### src/verilog/interlock_pkg.sv
package interlock_pkg;

  // ----------------------------------------------------------------
  // Instruction classes seen at decode
  // ----------------------------------------------------------------
  typedef enum logic [2:0] {
    op_other,
    op_multiply_accumulate_word,
    op_signed_multiply_word,
    op_store_system_register,
    op_none
  } op_class_t;

  // ----------------------------------------------------------------
  // Timing counts in cycles; gap counts in unrelated instructions
  // ----------------------------------------------------------------
  localparam logic [1:0] busy_tail_cycles = 2'h2;
  localparam logic [1:0] decode_stall_slots = 2'h1;
  localparam logic [1:0] gap_for_no_stall = 2'h2;
  localparam logic [1:0] gap_max = 2'h3;
  localparam logic [1:0] busy_zero = 2'h0;
  localparam logic [1:0] count_one = 2'h1;

endpackage

### src/verilog/mult_link_if.sv
`timescale 1ns/1ps

// ----------------------------------------------------------------
// Link between interlock control and the multiplier busy tracker
// ----------------------------------------------------------------
interface mult_link_if;
  logic accumulate_last_access;
  logic busy;
  logic [1:0] gap;
  logic other_retire;

  modport ctrl (output accumulate_last_access, output other_retire, input busy, input gap);
  modport track (input accumulate_last_access, input other_retire, output busy, output gap);
endinterface

### src/verilog/mult_busy_tracker.sv
`timescale 1ns/1ps

module mult_busy_tracker
  import interlock_pkg::*;
(
  input wire logic clk,
  input wire logic reset,
  mult_link_if.track link
);

  logic [1:0] busy_cnt_q;
  logic [1:0] busy_cnt_d;
  logic [1:0] gap_q;
  logic [1:0] gap_d;

  // ----------------------------------------------------------------
  // Busy tail and count of unrelated instructions since the last accumulate word
  // ----------------------------------------------------------------
  always_comb
  begin
    busy_cnt_d = busy_cnt_q;
    gap_d = gap_q;
    if (link.accumulate_last_access)
    begin
      // Tail runs on cycles, not slots
      busy_cnt_d = busy_tail_cycles;
      gap_d = busy_zero;
    end
    else
    begin
      if (busy_cnt_q != busy_zero)
      begin
        busy_cnt_d = busy_cnt_q - count_one;
      end
      if (link.other_retire && gap_q != gap_max)
      begin
        gap_d = gap_q + count_one;
      end
    end
  end

  always_ff @(posedge clk or posedge reset)
  begin
    if (reset)
    begin
      busy_cnt_q <= busy_zero;
      gap_q <= gap_max;
    end
    else
    begin
      busy_cnt_q <= busy_cnt_d;
      gap_q <= gap_d;
    end
  end

  assign link.busy = (busy_cnt_q != busy_zero);
  assign link.gap = gap_q;

endmodule

### src/verilog/multiplier_contention_interlock.sv
`timescale 1ns/1ps

// Operation
// - A signed multiply word gets a memory access stage that reaches the multiplier.
// - That stage stretches as one slot while an accumulate word keeps the multiplier busy.
// - Two or more unrelated instructions after an accumulate word mean no contention stall.
// - A signed multiply memory stage meeting a fetch splits the slot with it.
// - A store of the accumulator to a general register gets a multiplier access stage.
// - That stage stretches while the multiplier is busy, forming one slot.
// - That stage contends with instruction fetch and goes through fetch arbitration.
// - The multiplier stays busy two cycles after the last accumulate word memory stage.
// - Decode of the instruction after an accumulate word stalls one slot.
module multiplier_contention_interlock
  import interlock_pkg::*;
(
  input wire logic clk,
  input wire logic reset,
  input wire logic decode_valid,
  input wire op_class_t decode_op,
  input wire logic accumulate_last_access,
  input wire logic fetch_request,
  output logic decode_stall,
  output logic mult_access,
  output logic fetch_grant,
  output logic access_busy,
  output logic gpr_write
);

  // ----------------------------------------------------------------
  // Stage states
  // ----------------------------------------------------------------
  typedef enum logic [1:0] {
    st_idle,
    st_access_wait,
    st_access_split,
    st_write_back
  } state_t;

  mult_link_if link ();

  // ----------------------------------------------------------------
  // Sequencing state
  // ----------------------------------------------------------------
  state_t state_q;
  state_t state_d;
  op_class_t held_op_q;
  op_class_t held_op_d;
  logic [1:0] stall_cnt_q;
  logic [1:0] stall_cnt_d;
  logic contends;

  // ----------------------------------------------------------------
  // Registered outputs
  // ----------------------------------------------------------------
  logic decode_stall_q;
  logic decode_stall_d;
  logic mult_access_q;
  logic mult_access_d;
  logic fetch_grant_q;
  logic fetch_grant_d;
  logic access_busy_q;
  logic access_busy_d;
  logic gpr_write_q;
  logic gpr_write_d;

  // ----------------------------------------------------------------
  // Decode helpers
  // ----------------------------------------------------------------
  // Followers that must meet the multiplier
  function automatic logic uses_multiplier(input op_class_t op);
    uses_multiplier = (op == op_signed_multiply_word) || (op == op_store_system_register);
  endfunction

  // Only the accumulator store has a writeback of its own
  function automatic logic writes_register(input op_class_t op);
    writes_register = (op == op_store_system_register);
  endfunction

  function automatic state_t after_access(input op_class_t op);
    if (writes_register(op))
    begin
      after_access = st_write_back;
    end
    else
    begin
      after_access = st_idle;
    end
  endfunction

  // ----------------------------------------------------------------
  // Multiplier busy tracker
  // ----------------------------------------------------------------
  mult_busy_tracker tracker (
    .clk(clk),
    .reset(reset),
    .link(link)
  );

  assign link.accumulate_last_access = accumulate_last_access;
  // Only unstalled decodes count toward the gap
  assign link.other_retire = decode_valid && !decode_stall_q && !access_busy_q
    && (decode_op == op_other);

  // Contention only while busy and fewer than two unrelated ops since the accumulate
  assign contends = link.busy && (link.gap < gap_for_no_stall);

  // ----------------------------------------------------------------
  // Memory access sequencing for multiplier users
  // ----------------------------------------------------------------
  always_comb
  begin
    state_d = state_q;
    held_op_d = held_op_q;
    stall_cnt_d = stall_cnt_q;
    decode_stall_d = 1'b0;
    mult_access_d = 1'b0;
    // Fetch keeps the bus whenever no stage claims it
    fetch_grant_d = fetch_request;
    access_busy_d = 1'b0;
    gpr_write_d = 1'b0;
    if (stall_cnt_q != busy_zero)
    begin
      stall_cnt_d = stall_cnt_q - count_one;
    end
    unique case (state_q)
      st_idle:
      begin
        if (decode_valid && decode_op == op_multiply_accumulate_word)
        begin
          stall_cnt_d = decode_stall_slots;
        end
        if (stall_cnt_q != busy_zero)
        begin
          decode_stall_d = 1'b1;
        end
        else if (decode_valid && uses_multiplier(decode_op))
        begin
          held_op_d = decode_op;
          state_d = st_access_wait;
          access_busy_d = 1'b1;
          decode_stall_d = 1'b1;
        end
      end
      st_access_wait:
      begin
        access_busy_d = 1'b1;
        decode_stall_d = 1'b1;
        if (contends)
        begin
          // Stretched stage is still one slot
          state_d = st_access_wait;
        end
        else if (fetch_request)
        begin
          // Fetch takes first half of the split slot
          fetch_grant_d = 1'b1;
          state_d = st_access_split;
        end
        else
        begin
          fetch_grant_d = 1'b0;
          mult_access_d = 1'b1;
          // Decode stays held over writeback so no instruction is dropped there
          decode_stall_d = writes_register(held_op_q);
          access_busy_d = 1'b0;
          state_d = after_access(held_op_q);
        end
      end
      st_access_split:
      begin
        fetch_grant_d = 1'b0;
        mult_access_d = 1'b1;
        decode_stall_d = writes_register(held_op_q);
        state_d = after_access(held_op_q);
      end
      st_write_back:
      begin
        gpr_write_d = 1'b1;
        held_op_d = op_none;
        state_d = st_idle;
      end
    endcase
  end

  // ----------------------------------------------------------------
  // State and output registers
  // ----------------------------------------------------------------
  always_ff @(posedge clk or posedge reset)
  begin
    if (reset)
    begin
      state_q <= st_idle;
      held_op_q <= op_none;
      stall_cnt_q <= busy_zero;
      decode_stall_q <= 1'b0;
      mult_access_q <= 1'b0;
      fetch_grant_q <= 1'b0;
      access_busy_q <= 1'b0;
      gpr_write_q <= 1'b0;
    end
    else
    begin
      state_q <= state_d;
      held_op_q <= held_op_d;
      stall_cnt_q <= stall_cnt_d;
      decode_stall_q <= decode_stall_d;
      mult_access_q <= mult_access_d;
      fetch_grant_q <= fetch_grant_d;
      access_busy_q <= access_busy_d;
      gpr_write_q <= gpr_write_d;
    end
  end

  // ----------------------------------------------------------------
  // Outputs
  // ----------------------------------------------------------------
  assign decode_stall = decode_stall_q;
  assign mult_access = mult_access_q;
  assign fetch_grant = fetch_grant_q;
  assign access_busy = access_busy_q;
  assign gpr_write = gpr_write_q;

endmodule
### config.mk
export PLATFORM = sky130hd
export DESIGN_NAME = multiplier_contention_interlock
export DESIGN_NICKNAME = d
export VERILOG_FILES = /design/src/verilog/interlock_pkg.sv /design/src/verilog/mult_link_if.sv /design/src/verilog/mult_busy_tracker.sv /design/src/verilog/multiplier_contention_interlock.sv
export SDC_FILE = /design/constraint.sdc
export NUM_CORES = 1
export LEC_CHECK = 0
export ABC_AREA = 1
export BUFFER_PORTS_ARGS = -buffer_cell sky130_fd_sc_hd__buf_2
export CAP_MARGIN = 20
export CORE_MARGIN = 3
export CORE_UTILIZATION = 39
export CTS_BUF_LIST = sky130_fd_sc_hd__clkbuf_4
export DETAILED_ROUTE_END_ITERATION = 7
export SLEW_MARGIN = 20
export SYNTH_ARGS = -nofsm -noshare
export SYNTH_HDL_FRONTEND = slang
export SYNTH_HIERARCHICAL = 1
export SYNTH_SLANG_ARGS = --single-unit
### constraint.sdc
create_clock -name clk -period 2.8 [get_ports clk]
set_input_delay 0.42 -clock clk [delete_from_list [all_inputs] [get_ports clk]]
set_output_delay 0.42 -clock clk [all_outputs]
set_load 0.05 [all_outputs]
==> reports/results.env, run 1 <==
ROUTE.DETAILED.DRC=0
WORST-PATH-BUF-INV=2
ANTENNA_VIOLATIONS_BEFORE_REPAIR=0
DPL.HPWL_MM=1.37
NUMBER_OF_LEVELS_THE_H_TREE_WAS_SPLIT_INTO=1
DRT_FIRST_PASS_ITERS=4
SETUP.WORST_PATH.CLASS='reg -> reg'
CRITPATHMAXSTAGEDELAY_NS=0.43
SYN-NUM-NETS=131
HOLDBUFCOUNTCTS=0
RSZ0062_AT_GRT='false'
COMB_POWER_SHARE_PCT=44.7
SYNTH.DISTINCT_CELLS=21
CRITICAL_PATH.STARTPOINT_TYPE='register'
FINALCRITICALPERIOD_NS=1.37
FINAL_SLEW_VIOL_COUNT=0
CLOCKPOWERSHARE_PCT=14.7
GP_ROUTABILITY_CONGESTION=0.767
POST-ROUTE-CELL-AREA_MM2=0.00105
PWR_DENSITY_CELL_mW_PER_MM2=808
STATUS='complete, no violations'
POWER.SWITCHING_FRACTION_PCT=44.4
OVERFLOW=0
POSTLAYOUTSETUPSLACKWORST_NS=1.43
FMAX_MHz=727
WORST_SLEW_PIN_SLEW_NS=0.587
POSTLAYOUTCOREUTIL_PCT=46.7
POST_DRT_WL_PER_CELL_UM=10.6
CAP_VIOLATIONS=0
POST_DP_CELL_AREA_MM2=0.00103
CP_CELL_SEQUENCE='inv_1, ha_1, inv_1, nand2_1, nand2_2, nand2_1, nand2_1'
FIRST_GLOBAL_VIAS=691
DRT.ANTENNA.VIOLATING_NETS=0
POST_CTS_RESIZE_COUNT=0
AREA_DELTA_SYNTH_FINAL_PCT=12.4
TRACK_USAGE_PCT=13.5
VIAS=759
REG2REG_SETUP_SLACK_NS=1.43
DRT_ITER0_DRC=12
TOTALNEGATIVESETUPSLACK_NS=0
DRIVE_ABOVE_1_SHARE_PCT=20.6
PATH_MAX_FANOUT=8
SETUP_VIOL=0
NETS=147
NUMCTSBUFFERS=3
SYNTH_ENABLE_FLOP_CELLS=0
CRIT_PATH_TOP_DELAY_CELL='sky130_fd_sc_hd__dfrtp_1'
SYN-MEAN-INSTANCE-AREA_UM2=8.07
MIN-DELAY-PATH-CLASS='in -> async'
N_DIODES=0
CLK_PATH_BUF_DEPTH=2
DESIGN.CORE.AREA_MM2=0.00225
NET-SWITCHING-POWER_uW=377
GRT_PASS1_WL_MM=2.87
CTS_TREE='yes'
TOTAL_DIE_AREA_MM2=0.00302
DESIGN.PORTCOUNT=13
FILLCELLCOUNT=242
POWER_REPORT.INTERNAL_TOTAL_uW=473
TIMING.CRITICAL_PATH.REQUIRED_NS=3.02
ENDPOINT_KIND='register'
CLOCK_INSERTION_DELAY_WORST_SKEW_NS=0.29
SYNTH_SEQ_CELLS=16
SYNTHCELLS=116
REPORT.FINAL.HOLD_VIOL_COUNT=0
SYN-CELL-AREA_UM2=936
CELLLEAKAGEPOWER_uW=0.000580
PORT_BUFFERS=12
CTS_SETUP_BUFFERS=0
ROW_COUNT=17
CRIT_ARRIVAL_NS=1.60
GRT_START_MAX_NET_PINS=13
ROUTE.FINAL.WIRE_LENGTH_MM=1.68
FLOORPLAN.INITIALDENSITY_PCT=41.5
DIE_H_UM=55.0
YOSYSWARNINGS=6
CRITICAL-PATH-TOP-DELAY-FAMILY='flip-flops'
PRE_CTS_SLACK_NS=1.24
TOP_CELL_BY_COUNT_WORST_PATH='sky130_fd_sc_hd__nand2_1'
POSTSYNTH.ASYNCRESETSHARE_PCT=100
VDD_IR_DROP_MAX_mV=0.396
LAYOUT_WORST_PATH_CYCLE_SHARE_PCT=49.1
FINALPOWER_uW=850
FLOORPLAN.DIE.WIDTH_UM=55.0
YOSYSSEQAREASHARE_PCT=43.2
WORST_SETUP_SKEW_AFTER_LAYOUT_NS=0.00440
SLEW_HEADROOM_PCT=60.5
P_SEQ_SHARE_PCT=40.6
SYNTH_TOP_FLOP_CELL='sky130_fd_sc_hd__dfrtp_1'
CTS-ROOT-BUF='sky130_fd_sc_hd__clkbuf_4'
WORST_SETUP_HOLD_PATH_CLK_SLEW_NS=0.09
DETAIL_ROUTE.VIAS_PER_CELL=4.77
CTS_SINKS=16
sequential cells by signal, summed over array words and instances (netlist names):
name,count
gpr_write,1
access_busy,1
tracker/link.gap,2
stall_cnt_q,2
fetch_grant,1
tracker/busy_cnt_q,2
mult_access,1
decode_stall,1
held_op_q,3
state_q,2
per-layer routing:
layer	track usage (%)	part of all wire, %	routed length (um)	up-vias
li1	-	-	-	396
met1	16.3	46	777	347
met2	22.8	47	794	11
met3	2.41	3.7	63	5
met4	7.29	2.7	45	0
met5	0	0	0	-
through the flow:
step | std cells | hold slack (ns)
final | 159 | 0.00851
after global routing | 159 | 0.0231
after CTS | 159 | 0.00657
after detailed placement | 155 | 0.325
after global placement | 155 | 0.315
after floorplan | 116 | 0.185
worst paths after layout:
path,end,cells after the start,start
setup / recovery,held_op_q[2],7,state_q[0]
hold / removal,tracker/busy_cnt_q[1],2,reset
setup reg to reg,held_op_q[2],7,state_q[0]
hold reg to reg,tracker/link.gap[1],2,tracker/link.gap[1]
max in group asynchronous,held_op_q[2],2,reset
min in group clk,tracker/busy_cnt_q[1],3,accumulate_last_access
cell usage after synthesis (2+ instances only):
cell type,count,area (um2)
sky130_fd_sc_hd__nand2_1,25,93.8
sky130_fd_sc_hd__inv_1,20,75.1
sky130_fd_sc_hd__nand3_1,14,70.1
sky130_fd_sc_hd__dfrtp_1,13,325
sky130_fd_sc_hd__nor2_1,12,45.0
sky130_fd_sc_hd__ha_1,7,87.6
sky130_fd_sc_hd__a21oi_1,4,20.0
sky130_fd_sc_hd__dfstp_2,3,78.8
sky130_fd_sc_hd__nand4_1,3,18.8
sky130_fd_sc_hd__nor2_4,3,33.8
sky130_fd_sc_hd__inv_2,2,7.51
cell usage in the layout, fill, tap and decap left out:
cell type	n
sky130_fd_sc_hd__nand4_1	3
sky130_fd_sc_hd__ha_1	7
sky130_fd_sc_hd__nand2_1	25
sky130_fd_sc_hd__dfrtp_1	13
sky130_fd_sc_hd__a31oi_1	1
sky130_fd_sc_hd__buf_2	12
sky130_fd_sc_hd__nor2_1	12
sky130_fd_sc_hd__nand2_2	1
sky130_fd_sc_hd__nand2_4	1
sky130_fd_sc_hd__inv_2	2
sky130_fd_sc_hd__o21ai_2	1
sky130_fd_sc_hd__dfstp_2	3
sky130_fd_sc_hd__clkinv_1	1
sky130_fd_sc_hd__nor3b_1	1
sky130_fd_sc_hd__nand3_4	1
sky130_fd_sc_hd__nor2_4	3
sky130_fd_sc_hd__o22ai_1	1
sky130_fd_sc_hd__clkbuf_4	3
sky130_fd_sc_hd__a21oi_1	4
sky130_fd_sc_hd__nand3_1	14
sky130_fd_sc_hd__inv_1	20
sky130_fd_sc_hd__o21ai_0	1
sky130_fd_sc_hd__nor4_1	1
kinds of logic after synthesis:
logic type | Yosys count | synth area share [%]
compound gates | 8 | 4.95
flops | 16 | 43.2
fa+ha+maj | 7 | 9.36
simple gates | 62 | 33.2
buf+inv | 23 | 9.36
power groups by stage:
stage | combinational (uW) | clock, uW | sequential, uW
2_1_floorplan | 228 | 0 | 418
3_3_place_gp | 379 | 0 | 350
3_5_place_dp | 381 | 0 | 351
4_1_cts | 383 | 131 | 346
5_1_grt | 432 | 140 | 356
6_report | 380 | 125 | 345
area by class of cell:
cell class                 instances  area, um2  share of cell area (%)
clock inverter                     1       3.75                   0.357
multi-input combinational         77        444                    42.2
sequential                        16        404                    38.4
clock buffer                       3       22.5                    2.14
timing repair buffer              12       60.1                    5.71
inverter                          22       82.6                    7.85
tap                               28       35.0                    3.33
Note: power is estimated with default switching activity, not from simulation.
==> inputs of run 2 (changes only) <==
==> constraint.sdc (replaced) <==
create_clock -name clk -period 1.3 [get_ports clk]
set_input_delay 0.195 -clock clk [delete_from_list [all_inputs] [get_ports clk]]
set_output_delay 0.195 -clock clk [all_outputs]
set_load 0.05 [all_outputs]
==> reports/results.env, run 2 (synthesis gave the netlist of run 1 again) <==
VDD_IR_DROP_MAX_mV=0.826  # +110%
FMAX_MHz=792  # +8.8%
GRT_PASS1_WL_MM=3.11  # +8.4%
CTS_SINKS=16  # unchanged
SETUP_VIOL=0  # unchanged
SETUP.WORST_PATH.CLASS='reg -> reg'
RSZ0062_AT_GRT='true'
CRIT_ARRIVAL_NS=1.49  # -0.11 ns
CLOCKPOWERSHARE_PCT=13.5  # -1.2 points
DETAIL_ROUTE.VIAS_PER_CELL=4.85  # +1.6%
WORST_SLEW_PIN_SLEW_NS=0.477  # -0.110 ns
GLOBAL_ROUTE.PEAK_USAGE_LAYER='met2'
ROUTE.FINAL.WIRE_LENGTH_MM=1.88  # +12%
WORST_SETUP_SKEW_AFTER_LAYOUT_NS=0.00988  # +0.00547 ns
REG2REG_SETUP_SLACK_NS=0.04  # -1.39 ns
GRT.MET3_USAGE_PCT=3.22  # +0.80 points
FLOORPLAN.INITIALDENSITY_PCT=41.5  # unchanged
WORST_SETUP_HOLD_PATH_CLK_SLEW_NS=0.10  # about the same
MOSTFREQUENTLAYOUTCELL='sky130_fd_sc_hd__nand2_1'
CAP_VIOLATIONS=0  # unchanged
ROW_COUNT=17  # unchanged
ROUTE.DETAILED.DRC=0  # unchanged
CRITICAL_PATH.STARTPOINT_TYPE='register'
HOLDPATHSTAGES=3
GP_ROUTABILITY_CONGESTION=0.818  # +6.7%
COMB_POWER_SHARE_PCT=48.7  # +4.0 points
DESIGN.PORTCOUNT=13  # unchanged
CLOCK_INSERTION_DELAY_WORST_SKEW_NS=0.28  # about the same
FINAL_SLEW_VIOL_COUNT=0  # unchanged
PLACED_CELLS=159  # +2.6%
TOTAL_DIE_AREA_MM2=0.00302  # unchanged
FINALCRITICALPERIOD_NS=1.26  # -0.112 ns
PATH_MAX_FANOUT=8  # unchanged
DESIGN.CORE.AREA_MM2=0.00225  # unchanged
TOTALNEGATIVESETUPSLACK_NS=0  # unchanged
LAYOUT_COMMON_CELLS='sky130_fd_sc_hd__nand2_1 (24), sky130_fd_sc_hd__inv_1 (20), sky130_fd_sc_hd__nand3_1 (14)'
NETS=153  # +4.1%
GRT_START_MAX_NET_PINS=13  # unchanged
GR_LAYER_USAGE_MET2_PCT=26.0  # +3.1 points
REPORT.FINAL.HOLD_VIOL_COUNT=0  # unchanged
POST_DRT_WL_PER_CELL_UM=11.4  # +7.8%
CTS-ROOT-BUF='sky130_fd_sc_hd__clkbuf_4'
PORT_BUFFERS=12  # unchanged
FLOORPLAN.DIE.WIDTH_UM=55.0  # unchanged
DIE_H_UM=55.0  # unchanged
NUMCTSBUFFERS=3  # unchanged
PWR_DENSITY_CELL_mW_PER_MM2=1780  # +120%
DRT_FIRST_PASS_ITERS=4  # unchanged
VIAS=800  # +5.4%
DRT_ITER0_DRC=19  # +7
N_DIODES=0  # unchanged
SLEW_HEADROOM_PCT=68.2  # +7.7 points
GROUTE.LAYER.MET1.USAGE_PCT=17.2  # +0.94 points
TIMING.CRITICAL_PATH.REQUIRED_NS=1.53  # -1.49 ns
POWER.SWITCHING_FRACTION_PCT=43.6  # -0.79 points
OVERFLOW=0  # unchanged
LARGEST_REGISTER='held_op_q'
NUMBER_OF_LEVELS_THE_H_TREE_WAS_SPLIT_INTO=1  # unchanged
NET-SWITCHING-POWER_uW=864  # +130%
ENDPOINT_KIND='register'
POWER_REPORT.INTERNAL_TOTAL_uW=1120  # +140%
DPL.HPWL_MM=1.53  # +12%
AREA_DELTA_SYNTH_FINAL_PCT=19.3
DRIVE_ABOVE_1_SHARE_PCT=27.0  # +6.4 points
CTS_TREE='yes'
CELLLEAKAGEPOWER_uW=0.000605  # +4.3%
FINAL_NON_FILLER_CELLS=165  # +3.8%
FF2FF_PATH_DEPTH=7  # unchanged
MIN-DELAY-PATH-CLASS='in -> reg'
FILLCELLCOUNT=233  # -3.7%
POSTLAYOUTCOREUTIL_PCT=49.5  # +2.8 points
DRT.ANTENNA.VIOLATING_NETS=0  # unchanged
TRACK_USAGE_PCT=14.4  # +0.89 points
LARGEST_REG_FLOPS=3  # unchanged
LAYOUT_WORST_PATH_CYCLE_SHARE_PCT=97.2  # +48 points
STATUS='complete, no violations'
P_SEQ_SHARE_PCT=37.7  # -2.9 points
ANTENNA_VIOLATIONS_BEFORE_REPAIR=0  # unchanged
FIRST_GLOBAL_VIAS=749  # +8.4%
CLK_PATH_BUF_DEPTH=2  # unchanged
-- run 2: changes by cell type in the layout (fill, tap and decap cells not counted), sizes merged --
cell         change
buf              +5
dlygate4sd3      +1
-- run 2: layout make-up --
class | instances | area, um2 | area share [%]
Timing Repair Buffer | 18 | 108 | 9.64
Clock buffer | 3 | 22.5 | 2.02
Sequential cell | 16 | 404 | 36.2
Tap cell | 28 | 35.0 | 3.14
Multi-Input combinational cell | 77 | 460 | 41.3
Inverter | 22 | 82.6 | 7.40
Clock inverter | 1 | 3.75 | 0.336
-- run 2: timing repair --
action	4_1_cts	5_1_grt
hold buffers	1	0
setup buffers	0	1
pin swaps	0	1
resized for setup	1	3
gates cloned	0	0
setup endpoints to repair	5	8
hold endpoints to repair	15	0
-- run 2: power groups by stage --
stage / clock network (uW) / registers (uW) / logic, uW
after global placement: 0 / 750 / 913
after CTS: 277 / 749 / 946
after floorplan: 0 / 906 / 493
after global routing: 306 / 767 / 1090
after detailed placement: 0 / 755 / 933
final: 268 / 748 / 966
-- run 2: critical path, stage by stage, from the launching register on --
cell and delay [ns]:
sky130_fd_sc_hd__dfrtp_1 0.42, sky130_fd_sc_hd__inv_1 0.12, sky130_fd_sc_hd__ha_2 0.30, sky130_fd_sc_hd__inv_1 0.08, sky130_fd_sc_hd__nand2_1 0.14, sky130_fd_sc_hd__nand2_2 0.06
sky130_fd_sc_hd__nand2_1 0.05, sky130_fd_sc_hd__nand2_1 0.04
-- run 2: final timing paths --
path                                    endpoint                    from
max                                 held_op_q[2]              state_q[1]
min                        tracker/busy_cnt_q[1]  accumulate_last_access
max reg2reg                         held_op_q[2]              state_q[1]
min reg2reg                tracker/busy_cnt_q[1]   tracker/busy_cnt_q[1]
max in group asynchronous           held_op_q[2]                   reset
min in group asynchronous  tracker/busy_cnt_q[1]                   reset
-- run 2: per-stage QoR --
stage	area [um2]	hold slack (ns)	total power, uW	setup slack, ns
global route	1120	0.122	2160	-0.0611
detailed placement	1060	0.0973	1690	-0.0498
finish	1120	0.122	1980	0.0370
CTS	1100	0.119	1970	0.00262
floorplan	942	-0.0404	1400	0.0592
global placement	1060	0.0941	1660	0.0367
-- run 2: per-layer routing --
layer,vias to the layer above,share of wire (%),wire (um)
met2,23,49,930
li1,410,-,-
met1,365,44,830
met5,-,0,0
met4,0,0.59,11
met3,2,5.7,107
